`src/logic/expander_defines.vh`:
```
// Constants shared by the port expander design files.
`ifndef EXPANDER_DEFINES_VH
`define EXPANDER_DEFINES_VH

// ****************************************************************
// Register selection by the low two bits of the command byte
// ****************************************************************
`define SEL_INPUT       2'h0
`define SEL_OUTPUT      2'h1
`define SEL_POLARITY    2'h2
`define SEL_DIRECTION   2'h3

// ****************************************************************
// Reset values
// ****************************************************************
`define RST_OUTPUT      8'hff
`define RST_POLARITY    8'h00
`define RST_DIRECTION   8'hff
`define RST_SELECT      2'h0

// ****************************************************************
// Slave address: fixed upper bits, the pins fill the low three
// ****************************************************************
`define ADDR_UPPER      4'h4

// ****************************************************************
// Timing counts
// ****************************************************************
`define BYTE_BITS       4'h8
// The settle count must outlast the pin filter's fill after reset.
`define SETTLE_CYCLES   3'h5

`endif

```
`src/logic/pin_sync.v`:
```
// Three-stage synchroniser with agreement filter for pins from outside the clock domain.
module pin_sync #(
    parameter             WIDTH = 1,
    parameter [WIDTH-1:0] INIT  = {WIDTH{1'b0}}
)
(
    // Clock and reset
    input  wire             core_clk,
    input  wire             sys_rst,
    // Raw pins and filtered levels
    input  wire [WIDTH-1:0] pin_raw,
    output wire [WIDTH-1:0] pin_level
);

    genvar i;
    generate
        for (i = 0; i < WIDTH; i = i + 1)
        begin : g_bit
            reg stage1;
            reg stage2;
            reg stage3;
            reg stable;
            always @(posedge core_clk)
            begin
                if (sys_rst)
                begin
                    stage1 <= INIT[i];
                    stage2 <= INIT[i];
                    stage3 <= INIT[i];
                    stable <= INIT[i];
                end
                else
                begin
                    stage1 <= pin_raw[i];
                    stage2 <= stage1;
                    stage3 <= stage2;
                    // A change counts only once two stages agree.
                    if (stage2 == stage3)
                    begin
                        stable <= stage3;
                    end
                end
            end
            assign pin_level[i] = stable;
        end
    endgenerate

endmodule

```
`src/logic/alert_logic.v`:
```
// Input change detector that raises and clears the alert level.
`include "expander_defines.vh"

module alert_logic (
    // Clock and reset
    input  wire       core_clk,
    input  wire       sys_rst,
    // Port state
    input  wire [7:0] port_level,
    input  wire [7:0] input_mode,
    // Clear request from the bus side
    input  wire       clear_req,
    // Alert level, high while a change is pending
    output reg        alert
);

    reg  [7:0] snapshot;
    reg  [2:0] settle;
    reg  [7:0] next_snapshot;
    wire       settled;

    assign settled = (settle == `SETTLE_CYCLES);

    // The snapshot follows the pins until the synchroniser has filled,
    // so that reset does not leave a false alert behind.
    always @*
    begin
        next_snapshot = snapshot;
        if (!settled || clear_req)
        begin
            next_snapshot = port_level;
        end
    end

    always @(posedge core_clk)
    begin
        if (sys_rst)
        begin
            snapshot <= 8'h00;
            settle   <= 3'h0;
            alert    <= 1'b0;
        end
        else
        begin
            if (!settled)
            begin
                settle <= settle + 3'h1;
            end
            snapshot <= next_snapshot;
            // Output pins are masked out; a pin that turns into an input
            // with a level unlike the snapshot alerts at once.
            alert <= settled & (|((port_level ^ next_snapshot) & input_mode));
        end
    end

endmodule

```
`src/logic/port_expander.v`:
```
// Eight-bit serial-bus port expander: slave transactions, registers and alert.
`include "expander_defines.vh"

module port_expander (
    // Clock and reset
    input  wire       core_clk,
    input  wire       sys_rst,
    // Serial bus
    input  wire       scl_in,
    input  wire       sda_in,
    output wire       sda_out,
    output reg        sda_oe,
    // Address select pins
    input  wire       addr_select_bit0,
    input  wire       addr_select_bit1,
    input  wire       addr_select_bit2,
    // Port pins
    input  wire [7:0] port_in,
    output reg  [7:0] port_out,
    output reg  [7:0] port_oe,
    // Open-drain alert, active low
    output wire       alert_n_out,
    output wire       alert_n_oe
);

    // ****************************************************************
    // States
    // ****************************************************************
    localparam [8:0] ST_IDLE      = 9'h001;
    localparam [8:0] ST_ADDR      = 9'h002;
    localparam [8:0] ST_ADDR_ACK  = 9'h004;
    localparam [8:0] ST_CMD       = 9'h008;
    localparam [8:0] ST_CMD_ACK   = 9'h010;
    localparam [8:0] ST_WDATA     = 9'h020;
    localparam [8:0] ST_WDATA_ACK = 9'h040;
    localparam [8:0] ST_RDATA     = 9'h080;
    localparam [8:0] ST_RDATA_ACK = 9'h100;

    // ****************************************************************
    // Signals
    // ****************************************************************
    wire [1:0] bus_level;
    wire [10:0] pin_level;
    wire       scl_s;
    wire       sda_s;
    wire [7:0] port_s;
    wire [2:0] addr_pins;
    reg        scl_q;
    reg        sda_q;
    wire       scl_rise;
    wire       scl_fall;
    wire       start_seen;
    wire       stop_seen;
    reg  [8:0] state;
    reg  [3:0] bit_count;
    reg  [7:0] rx_shift;
    reg  [7:0] tx_shift;
    reg        read_mode;
    reg        addressed;
    reg        master_ack;
    reg  [1:0] reg_select;
    reg  [7:0] polarity;
    reg        alert_clear;
    wire       alert;
    wire       addr_match;

    // ****************************************************************
    // Register read selection
    // ****************************************************************
    function [7:0] read_value;
        input [1:0] sel;
        input [7:0] pins;
        input [7:0] outs;
        input [7:0] pol;
        input [7:0] dirs;
        begin
            case (sel)
                `SEL_INPUT:     read_value = pins ^ pol;
                `SEL_OUTPUT:    read_value = outs;
                `SEL_POLARITY:  read_value = pol;
                `SEL_DIRECTION: read_value = dirs;
                default:        read_value = 8'h00;
            endcase
        end
    endfunction

    // ****************************************************************
    // Pin synchronisers
    // ****************************************************************
    // The bus lines idle high, so their filters start high to keep
    // reset from looking like a Start or a Stop.
    pin_sync #(
        .WIDTH (2),
        .INIT  (2'h3)
    ) u_bus_sync (
        .core_clk  (core_clk),
        .sys_rst   (sys_rst),
        .pin_raw   ({scl_in, sda_in}),
        .pin_level (bus_level)
    );

    pin_sync #(
        .WIDTH (11),
        .INIT  (11'h000)
    ) u_pin_sync (
        .core_clk  (core_clk),
        .sys_rst   (sys_rst),
        .pin_raw   ({addr_select_bit2, addr_select_bit1, addr_select_bit0, port_in}),
        .pin_level (pin_level)
    );

    assign scl_s     = bus_level[1];
    assign sda_s     = bus_level[0];
    assign port_s    = pin_level[7:0];
    assign addr_pins = pin_level[10:8];

    // ****************************************************************
    // Bus events
    // ****************************************************************
    always @(posedge core_clk)
    begin
        if (sys_rst)
        begin
            scl_q <= 1'b1;
            sda_q <= 1'b1;
        end
        else
        begin
            scl_q <= scl_s;
            sda_q <= sda_s;
        end
    end

    assign scl_rise   = scl_s & ~scl_q;
    assign scl_fall   = ~scl_s & scl_q;
    assign start_seen = scl_s & scl_q & sda_q & ~sda_s;
    assign stop_seen  = scl_s & scl_q & ~sda_q & sda_s;
    assign addr_match = (rx_shift[7:1] == {`ADDR_UPPER, addr_pins});

    // ****************************************************************
    // Slave transaction engine
    // ****************************************************************
    always @(posedge core_clk)
    begin
        if (sys_rst)
        begin
            state       <= ST_IDLE;
            bit_count   <= 4'h0;
            rx_shift    <= 8'h00;
            tx_shift    <= 8'h00;
            read_mode   <= 1'b0;
            addressed   <= 1'b0;
            master_ack  <= 1'b0;
            sda_oe      <= 1'b0;
            reg_select  <= `RST_SELECT;
            port_out    <= `RST_OUTPUT;
            polarity    <= `RST_POLARITY;
            port_oe     <= ~`RST_DIRECTION;
            alert_clear <= 1'b0;
        end
        else
        begin
            alert_clear <= 1'b0;
            if (stop_seen)
            begin
                // Only a transaction that addressed us may clear the alert.
                alert_clear <= addressed;
                addressed   <= 1'b0;
                state       <= ST_IDLE;
                sda_oe      <= 1'b0;
            end
            else if (start_seen)
            begin
                // The selected register is untouched across a restart.
                state     <= ST_ADDR;
                bit_count <= 4'h0;
                sda_oe    <= 1'b0;
            end
            else
            begin
                case (state)
                    ST_IDLE:
                    begin
                        sda_oe <= 1'b0;
                    end
                    ST_ADDR, ST_CMD, ST_WDATA:
                    begin
                        if (scl_rise)
                        begin
                            rx_shift  <= {rx_shift[6:0], sda_s};
                            bit_count <= bit_count + 4'h1;
                        end
                        else if (scl_fall && bit_count == `BYTE_BITS)
                        begin
                            bit_count <= 4'h0;
                            if (state == ST_ADDR)
                            begin
                                if (addr_match)
                                begin
                                    addressed <= 1'b1;
                                    read_mode <= rx_shift[0];
                                    sda_oe    <= 1'b1;
                                    state     <= ST_ADDR_ACK;
                                end
                                else
                                begin
                                    state <= ST_IDLE;
                                end
                            end
                            else if (state == ST_CMD)
                            begin
                                reg_select <= rx_shift[1:0];
                                sda_oe     <= 1'b1;
                                state      <= ST_CMD_ACK;
                            end
                            else
                            begin
                                case (reg_select)
                                    `SEL_OUTPUT:    port_out <= rx_shift;
                                    `SEL_POLARITY:  polarity <= rx_shift;
                                    `SEL_DIRECTION: port_oe  <= ~rx_shift;
                                    default:        port_out <= port_out;
                                endcase
                                sda_oe <= 1'b1;
                                state  <= ST_WDATA_ACK;
                            end
                        end
                    end
                    ST_ADDR_ACK:
                    begin
                        if (scl_rise && read_mode)
                        begin
                            tx_shift <= read_value(reg_select, port_s, port_out, polarity, ~port_oe);
                        end
                        else if (scl_fall)
                        begin
                            if (read_mode)
                            begin
                                sda_oe <= ~tx_shift[7];
                                state  <= ST_RDATA;
                            end
                            else
                            begin
                                sda_oe <= 1'b0;
                                state  <= ST_CMD;
                            end
                        end
                    end
                    ST_CMD_ACK, ST_WDATA_ACK:
                    begin
                        if (scl_fall)
                        begin
                            sda_oe <= 1'b0;
                            state  <= ST_WDATA;
                        end
                    end
                    ST_RDATA:
                    begin
                        if (scl_rise)
                        begin
                            bit_count <= bit_count + 4'h1;
                        end
                        else if (scl_fall)
                        begin
                            if (bit_count == `BYTE_BITS)
                            begin
                                bit_count <= 4'h0;
                                sda_oe    <= 1'b0;
                                state     <= ST_RDATA_ACK;
                            end
                            else
                            begin
                                tx_shift <= {tx_shift[6:0], 1'b0};
                                sda_oe   <= ~tx_shift[6];
                            end
                        end
                    end
                    ST_RDATA_ACK:
                    begin
                        if (scl_rise)
                        begin
                            master_ack  <= ~sda_s;
                            // Fresh sample for the next byte, and the clear acts
                            // on ACK and NACK alike; a pin change in the next
                            // cycle is taken into the snapshot and not alerted.
                            tx_shift    <= read_value(reg_select, port_s, port_out, polarity, ~port_oe);
                            alert_clear <= (reg_select == `SEL_INPUT);
                        end
                        else if (scl_fall)
                        begin
                            if (master_ack)
                            begin
                                sda_oe <= ~tx_shift[7];
                                state  <= ST_RDATA;
                            end
                            else
                            begin
                                // After a NACK the line stays released for the Stop.
                                state <= ST_IDLE;
                            end
                        end
                    end
                    default:
                    begin
                        state  <= ST_IDLE;
                        sda_oe <= 1'b0;
                    end
                endcase
            end
        end
    end

    assign sda_out = 1'b0;

    // ****************************************************************
    // Alert
    // ****************************************************************
    alert_logic u_alert (
        .core_clk   (core_clk),
        .sys_rst    (sys_rst),
        .port_level (port_s),
        .input_mode (~port_oe),
        .clear_req  (alert_clear),
        .alert      (alert)
    );

    // The pin is only ever pulled low or left to the pull-up.
    assign alert_n_out = 1'b0;
    assign alert_n_oe  = alert;

endmodule

```
`config.mk`:
```
export PLATFORM = sky130hd
export DESIGN_NAME = port_expander
export DESIGN_NICKNAME = d
export VERILOG_FILES = /design/src/logic/pin_sync.v /design/src/logic/alert_logic.v /design/src/logic/port_expander.v
export VERILOG_INCLUDE_DIRS = /design/src /design/src/logic
export SDC_FILE = /design/constraint.sdc
export NUM_CORES = 1
export LEC_CHECK = 0
export BUFFER_PORTS_ARGS = -buffer_cell sky130_fd_sc_hd__buf_2
export CORE_MARGIN = 10
export CORE_UTILIZATION = 40
export CTS_CLUSTER_SIZE = 16
export DETAILED_ROUTE_END_ITERATION = 8
export GPL_TIMING_DRIVEN = 0
export HOLD_SLACK_MARGIN = 0.1
export MAX_ROUTING_LAYER = met4
export PLACE_DENSITY = 0.64
export SLEW_MARGIN = 20
export SYNTH_ARGS = -nofsm -noshare
export SYNTH_HDL_FRONTEND = slang
export SYNTH_HIERARCHICAL = 1
export SYNTH_SLANG_ARGS = --single-unit
```
`constraint.sdc`:
```
create_clock -name core_clk -period 3.2 [get_ports core_clk]
set_input_delay 0.16 -clock core_clk [delete_from_list [all_inputs] [get_ports core_clk]]
set_output_delay 0.16 -clock core_clk [all_outputs]
set_load 0.01 [all_outputs]
```
# Word-level counts from Yosys, hierarchy flattened
# Index checks and enable logic that the tools add are counted.
totals:
  in_bits: 15
  output_inout_bits: 20
  ff_bits: 126
  wordCells: 231
op_classes:
  muxes: 51
  add_sub_neg: 2
  reduce_logical: 25
  bitwise: 25
  eq_ne: 57
ops:
  columns: ["operator", "n"]
  rows:
  - ["$mux 9", 11]
  - ["$mux 8", 8]
  - ["$pmux 9 s6", 1]
  - ["$ne 3x3->1 const B", 11]
  - ["$reduce_and 11->1", 3]
  - ["$pmux 8 s4", 1]
  - ["$reduce_and 8->1", 4]
  - ["$ne 2x2->1 const B", 15]
  - ["$mux 4", 6]
  - ["$pmux 8 s3", 1]
  - ["$mux 1", 18]
  - ["$not 8->8", 2]
  - ["$xor 8x8->8", 2]
  - ["$reduce_and 7->1", 2]
  - ["$eq 1x1->1", 13]
  - ["$ne 4x4->1 const B", 3]
  - ["$not 1->1", 12]
  - ["$eq 9x1->1 const B", 1]
  - ["$eq 9x2->1 const B", 1]
  - ["$eq 9x3->1 const B", 1]
  - ["$eq 9x4->1 const B", 1]
  - ["$eq 9x5->1 const B", 1]
  - ["$eq 9x6->1 const B", 1]
  - ["$eq 9x7->1 const B", 1]
  - ["27 further kinds", 40]

# Longest topological paths before layout
logic_depth:
  ltp_word: 8
  ltp_mapped: 10
  mapped_depth_nobuf: 8

# By module
# The synthesis kept the hierarchy.
by_module_without_submodules:
  columns: ["mod", "n_inst", "seq_area_each_um2", "area_each_um2", "cells_each"]
  rows:
  - ["port_expander", 1, 1241.2, 3413.3, 404]
  - ["pin_sync (u_pin_sync)", 1, 880.8, 1376.3, 125]
  - ["alert_logic", 1, 240.2, 570.5, 56]
  - ["pin_sync (u_bus_sync)", 1, 160.2, 245.2, 22]

# Least setup slack after synthesis
# OpenSTA, ideal clock, no wires.
synth_timing:
  path_type: "register -> register"
  start: "register u_bus_sync.g_bit[1].stable"
  end: "register state[1]"
  stages_incl_launch_ff: 10
  synth_period_minus_slack_ps: 2151
  arrival_ps: 2036
  path_buffers: 1
  slack_ps: 1049
  t_required_ps: 3085
  cell_sequence: "dfxtp_1 -> buf_4 -> inv_1 -> ha_1 -> nand4b_2 -> a22oi_2 -> o211ai_2 -> a211oi_4 -> a21boi_1 -> o21a_1"
synth_via:
  elab_chain_len: 5
  word_cells_on_any_way: 24
  classes_between: "11 x eq/ne; 1 x mux; 8 x bitwise; 4 x reduce/logical"
synth_lines:
  columns: ["element", "line_no", "rtl"]
  rows:
  - ["from (decl)", "pin_sync.v:22", "reg stable;"]
  - ["from (signal assigned)", "pin_sync.v:30", "stable <= INIT[i];"]
  - ["from (signal assigned)", "pin_sync.v:40", "stable <= stage3;"]
  - ["$and 1x1->1 / $not 1->1 (equally long branches)", "port_expander.v:136, port_expander.v:137, port_expander.v:135", null]
  - ["$and 1x1->1, on equally long branches", "port_expander.v:136, port_expander.v:135", null]
  - ["$and 1x1->1 / $logic_and 1x1->1 (equally long branches)", null, null]
  - ["$ne 3x3->1 (no line) / $ne 2x2->1 (equally long branches)", null, null]
  - ["$reduce_and 11->1 (no line)", null, null]
  - ["to (signal assigned)", "port_expander.v:147", "state <= ST_IDLE;"]
  - ["to (signal assigned)", "port_expander.v:169", "state <= ST_IDLE;"]
  - ["to (signal assigned)", "port_expander.v:175", "state <= ST_ADDR;"]
  - ["to (decl)", "port_expander.v:54", "reg [8:0] state;"]
# Several ways; a longest one is shown, not always the timed one.
# A chain may end at the register's enable or synchronous reset.

# Worst setup path in the final report
layout_timing:
  start: "register u_bus_sync.g_bit[1].stable"
  end: "register port_oe[1]"
layout_via:
  elab_chain_len: 5
  word_cells_on_any_way: 13
  classes_between: "11 x bitwise; 2 x reduce/logical"
layout_lines:
  columns: ["element", "line_no", "rtl"]
  rows:
  - ["$and 1x1->1", "port_expander.v:136, port_expander.v:137", null]
  - ["$and 1x1->1, on equally long branches (2 in series)", "port_expander.v:137, port_expander.v:136", null]
  - ["$not 1->1 (no line)", null, null]
  - ["$reduce_and 8->1 (no line) (*)", null, null]
  - ["to (signal assigned)", "port_expander.v:158", "port_oe <= ~`RST_DIRECTION;"]
  - ["to (signal assigned)", "port_expander.v:221", "`SEL_DIRECTION: port_oe <= ~rx_shift;"]
  - ["to (decl)", "port_expander.v:20", "output reg [7:0] port_oe,"]
# Every way passes the cells marked *; elsewhere a longest branch is shown, timed or not.

==> results by group <==
Run status
  – Status: completed

Worst setup path
  – Max Fanout on Critical Path: 10
  – Setup crit start: u_bus_sync/g_bit[1].stable
  – Critical path endpoint category: flop
  – Worst-path cell chain: buf_4 -> inv_1 -> ha_1 -> nand4b_2 -> a211oi_2 -> nand4_1 -> buf_2 -> a21oi_1 -> nor2_1
  – WP data required: 3480 ps
  – CP startpoint kind: flop
  – Reg2reg start: u_bus_sync/g_bit[1].stable
  – Kind of critical path: reg2reg
  – Max stage delay on crit path: 440 ps
  – Arrival @ worst endpoint: 2890 ps
  – Slowest-stage cell, CP: a211oi_2
  – Worst Reg-to-Reg Cells: 9

Timing
  – Tmin final: 2611 ps
  – Worst-margin pin slew: 576.5 ps
  – RSZ-0062 raised after global routing: no
  – Clk_skew: 8.612 ps
  – Max frequency: 383.0 MHz
  – Fin crit share: 81.58%
  – Setup TNS: 0 ps
  – Setup-failing EPs final: 0
  – Slew margin rel.: 61.57%
  – Fin. max-slew vios: 0
  – Fin. Hold Viols: 0
  – Hold Slack: 321.6 ps

Logic synthesis
  – Cells after Synth: 607
  – Yosys top cell area share: 45.00%
  – Count of unique library cells instantiated by Yosys: 64
  – Post-synth top flop: dfxtp_1
  – Post-synth EDFFs: 0
  – Seq/Total Area, Yosys: 45.00%
  – Largest area contributor in the netlist: dfxtp_1
  – YS warnings: 6
  – Mapped Avg Cell Area: 9.235 sq um
  – Yosys reg bits: 126
  – Synth area leaders: dfxtp_1, mux2i_1, nor2_1
  – Async set-reset flop share out of synthesis: 0%
  – Mapped Area: 5605 sq um

Die
  – Die Wd: 138.4 microns
  – Core box area: 13830 sq um
  – I/O pin total: 35
  – Row cnt: 43
  – Starting Density: 40.54%
  – Die height: 138.4 microns
  – Die footprint: 19150 sq um

Power
  – Power per cell area: 527.9 nW/um^2
  – Leak Pwr: 0.002937 uW
  – Worst VDD drop: 0.5477 mV

Detailed routing
  – ANT nets after route: 0
  – Drt first pass iters: 5
  – Initial DRC Count: 318
  – WL/cell: 14.98 microns
  – WL final: 12.95 mm
  – DRC Markers: 0
  – Vias per inst: 5.097
  – Via count: 4404

Clock network
  – Worst-skew pair later-pin latency: 410 ps
  – Clock transition at path regs: 60 ps
  – CTS Buf Count: 17
  – Postcts setup bufs: 0
  – Root Driver: clkbuf_16
  – H-tree depth: 4
  – Clock Path Buffers: 2
  – Num Clock Sinks: 126
  – CTS tree: done

GRT
  – Met1 GRT Util: 15.66%
  – Largest net degree at the start of global routing: 25
  – GR Layer Usage met3: 3.836%
  – Gr usage total: 13.84%
  – Vias in the first global route: 4418
  – Top Usage Layer GRT: met2
  – Met2 Usage GRT: 23.39%
  – Initial antenna violation count: 0
  – First-pass GRT wire length: 21.72 mm
  – GR Overflow Total: 0

Finish
  – Share of cells above drive strength 1: 18.27%
  – Number of diodes: 0
  – Fin cells: 864
  – Most frequent cells in the layout: dfxtp_1, nor2_1, nand2_1
  – Nets: 694
  – Area delta synth->final: 19.02%
  – Commonest non-fill, non-tap cell in the layout: dfxtp_1

Min path
  – Hold path startpoint: sys_rst
  – WHS Path Cells: 2
  – Min-delay worst type: in2reg

Placement
  – Cells after DPL: 820
  – RD Place Congestion: 0.8907
  – Input/output buffers: 32
  – DPL Wire Length: 9.169 mm

Run
  – Max cap viols: 0
-- cell type report --
type	instances	area, sq um
fill	1277	7156
multi-input combinational	423	2759
sequential	126	2522
clock buffer	18	439.2
timing repair buffer	45	290.3
buffer	43	267.8
tap	180	225.2
clock inverter	13	107.6
inverter	16	60.06
-- kinds of logic (layout without fill, tap and decap cells) --
| kind of cell | count (synthesis) | count (layout) | share of synthesized area [%] |
|---|---|---|---|
| AOI/OAI and AO/OA | 103 | 103 | 12.75 |
| xor gates and xnor gates | 17 | 17 | 2.656 |
| adders and majority gates | 7 | 7 | 1.562 |
| buffers and inverters | 59 | 135 | 5.848 |
| DFF | 126 | 126 | 45.00 |
| muxes | 50 | 50 | 9.018 |
| other | 1 | 2 | 0.06690 |
| and+or+nand+nor | 244 | 244 | 23.10 |
-- metrics by stage --
| step | setup slack [ps] | utilization [%] | total power, uW | instance area, sq um |
|---|---|---|---|---|
| 2_1_floorplan | 1049 | - | 1730 | 5609 |
| 3_3_place_gp | 635.2 | 43.35 | 1763 | 5995 |
| 3_5_place_dp | 598.5 | 43.35 | 1768 | 5995 |
| 4_1_cts | 592.5 | 48.25 | 3559 | 6671 |
| 5_1_grt | 337.7 | 48.25 | 3655 | 6671 |
| 6_report | 589.3 | 48.25 | 3522 | 6671 |
-- per-layer routing --
metal  vias up  wire, microns
li1       2196              -
met1      2095           5744
met2       100           6436
met3        13            621
met4         0            144
met5         -              0
-- worst max-delay path: cells and delay by family, from the launching register on --
kind,cells,cell delay [ps]
DFF,1,320
buffers and inverters,3,530
and+or+nand+nor,3,670
AOI/OAI and AO/OA,2,620
adders and majority gates,1,330
-- cells in the mapped netlist (8+ instances only) --
master,count
a211o_1,12
a21oi_1,41
buf_2,9
buf_4,15
clkbuf_1,13
dfxtp_1,126
inv_1,16
mux2i_1,46
nand2_1,50
nand3_1,9
nor2_1,91
nor2b_1,32
nor3_1,8
o21ai_0,13
xor2_1,15
-- power by group --
| group | total [uW] | internal, uW | switching (uW) |
|---|---|---|---|
| sequential | 1610 | 1600 | 11.0 |
| combinational | 139 | 62.7 | 76.1 |
| clock | 1780 | 1020 | 754 |
| total | 3520 | 2680 | 841 |
-- final timing paths --
check / endpoint / slack [ps]
worst max register to register: port_oe[1] / 590
worst min register to register: u_bus_sync/g_bit[0].stage2 / 410
worst min-delay path: u_alert/settle[2] / 320
worst max-delay path: port_oe[1] / 590
-- flip-flops by register name, summed over array words and instances, names as in the netlist, 4 cells and up --
name and count:
u_pin_sync/g_bit.stage3 11, tx_shift 8, u_pin_sync/g_bit.stage2 11, polarity 8, rx_shift 8, bit_count 4
port_oe 8, state 9, u_pin_sync/g_bit.stable 11, u_alert/snapshot 8, u_pin_sync/g_bit.stage1 11, port_out 8
-- repair_timing --
item | in CTS | in global routing
hold buffers | 13 | 0
setup endpoints to repair | 0 | 0
resized for setup | 0 | 0
hold endpoints to repair | 13 | 0
Note: power is estimated with default switching activity, not from simulation.
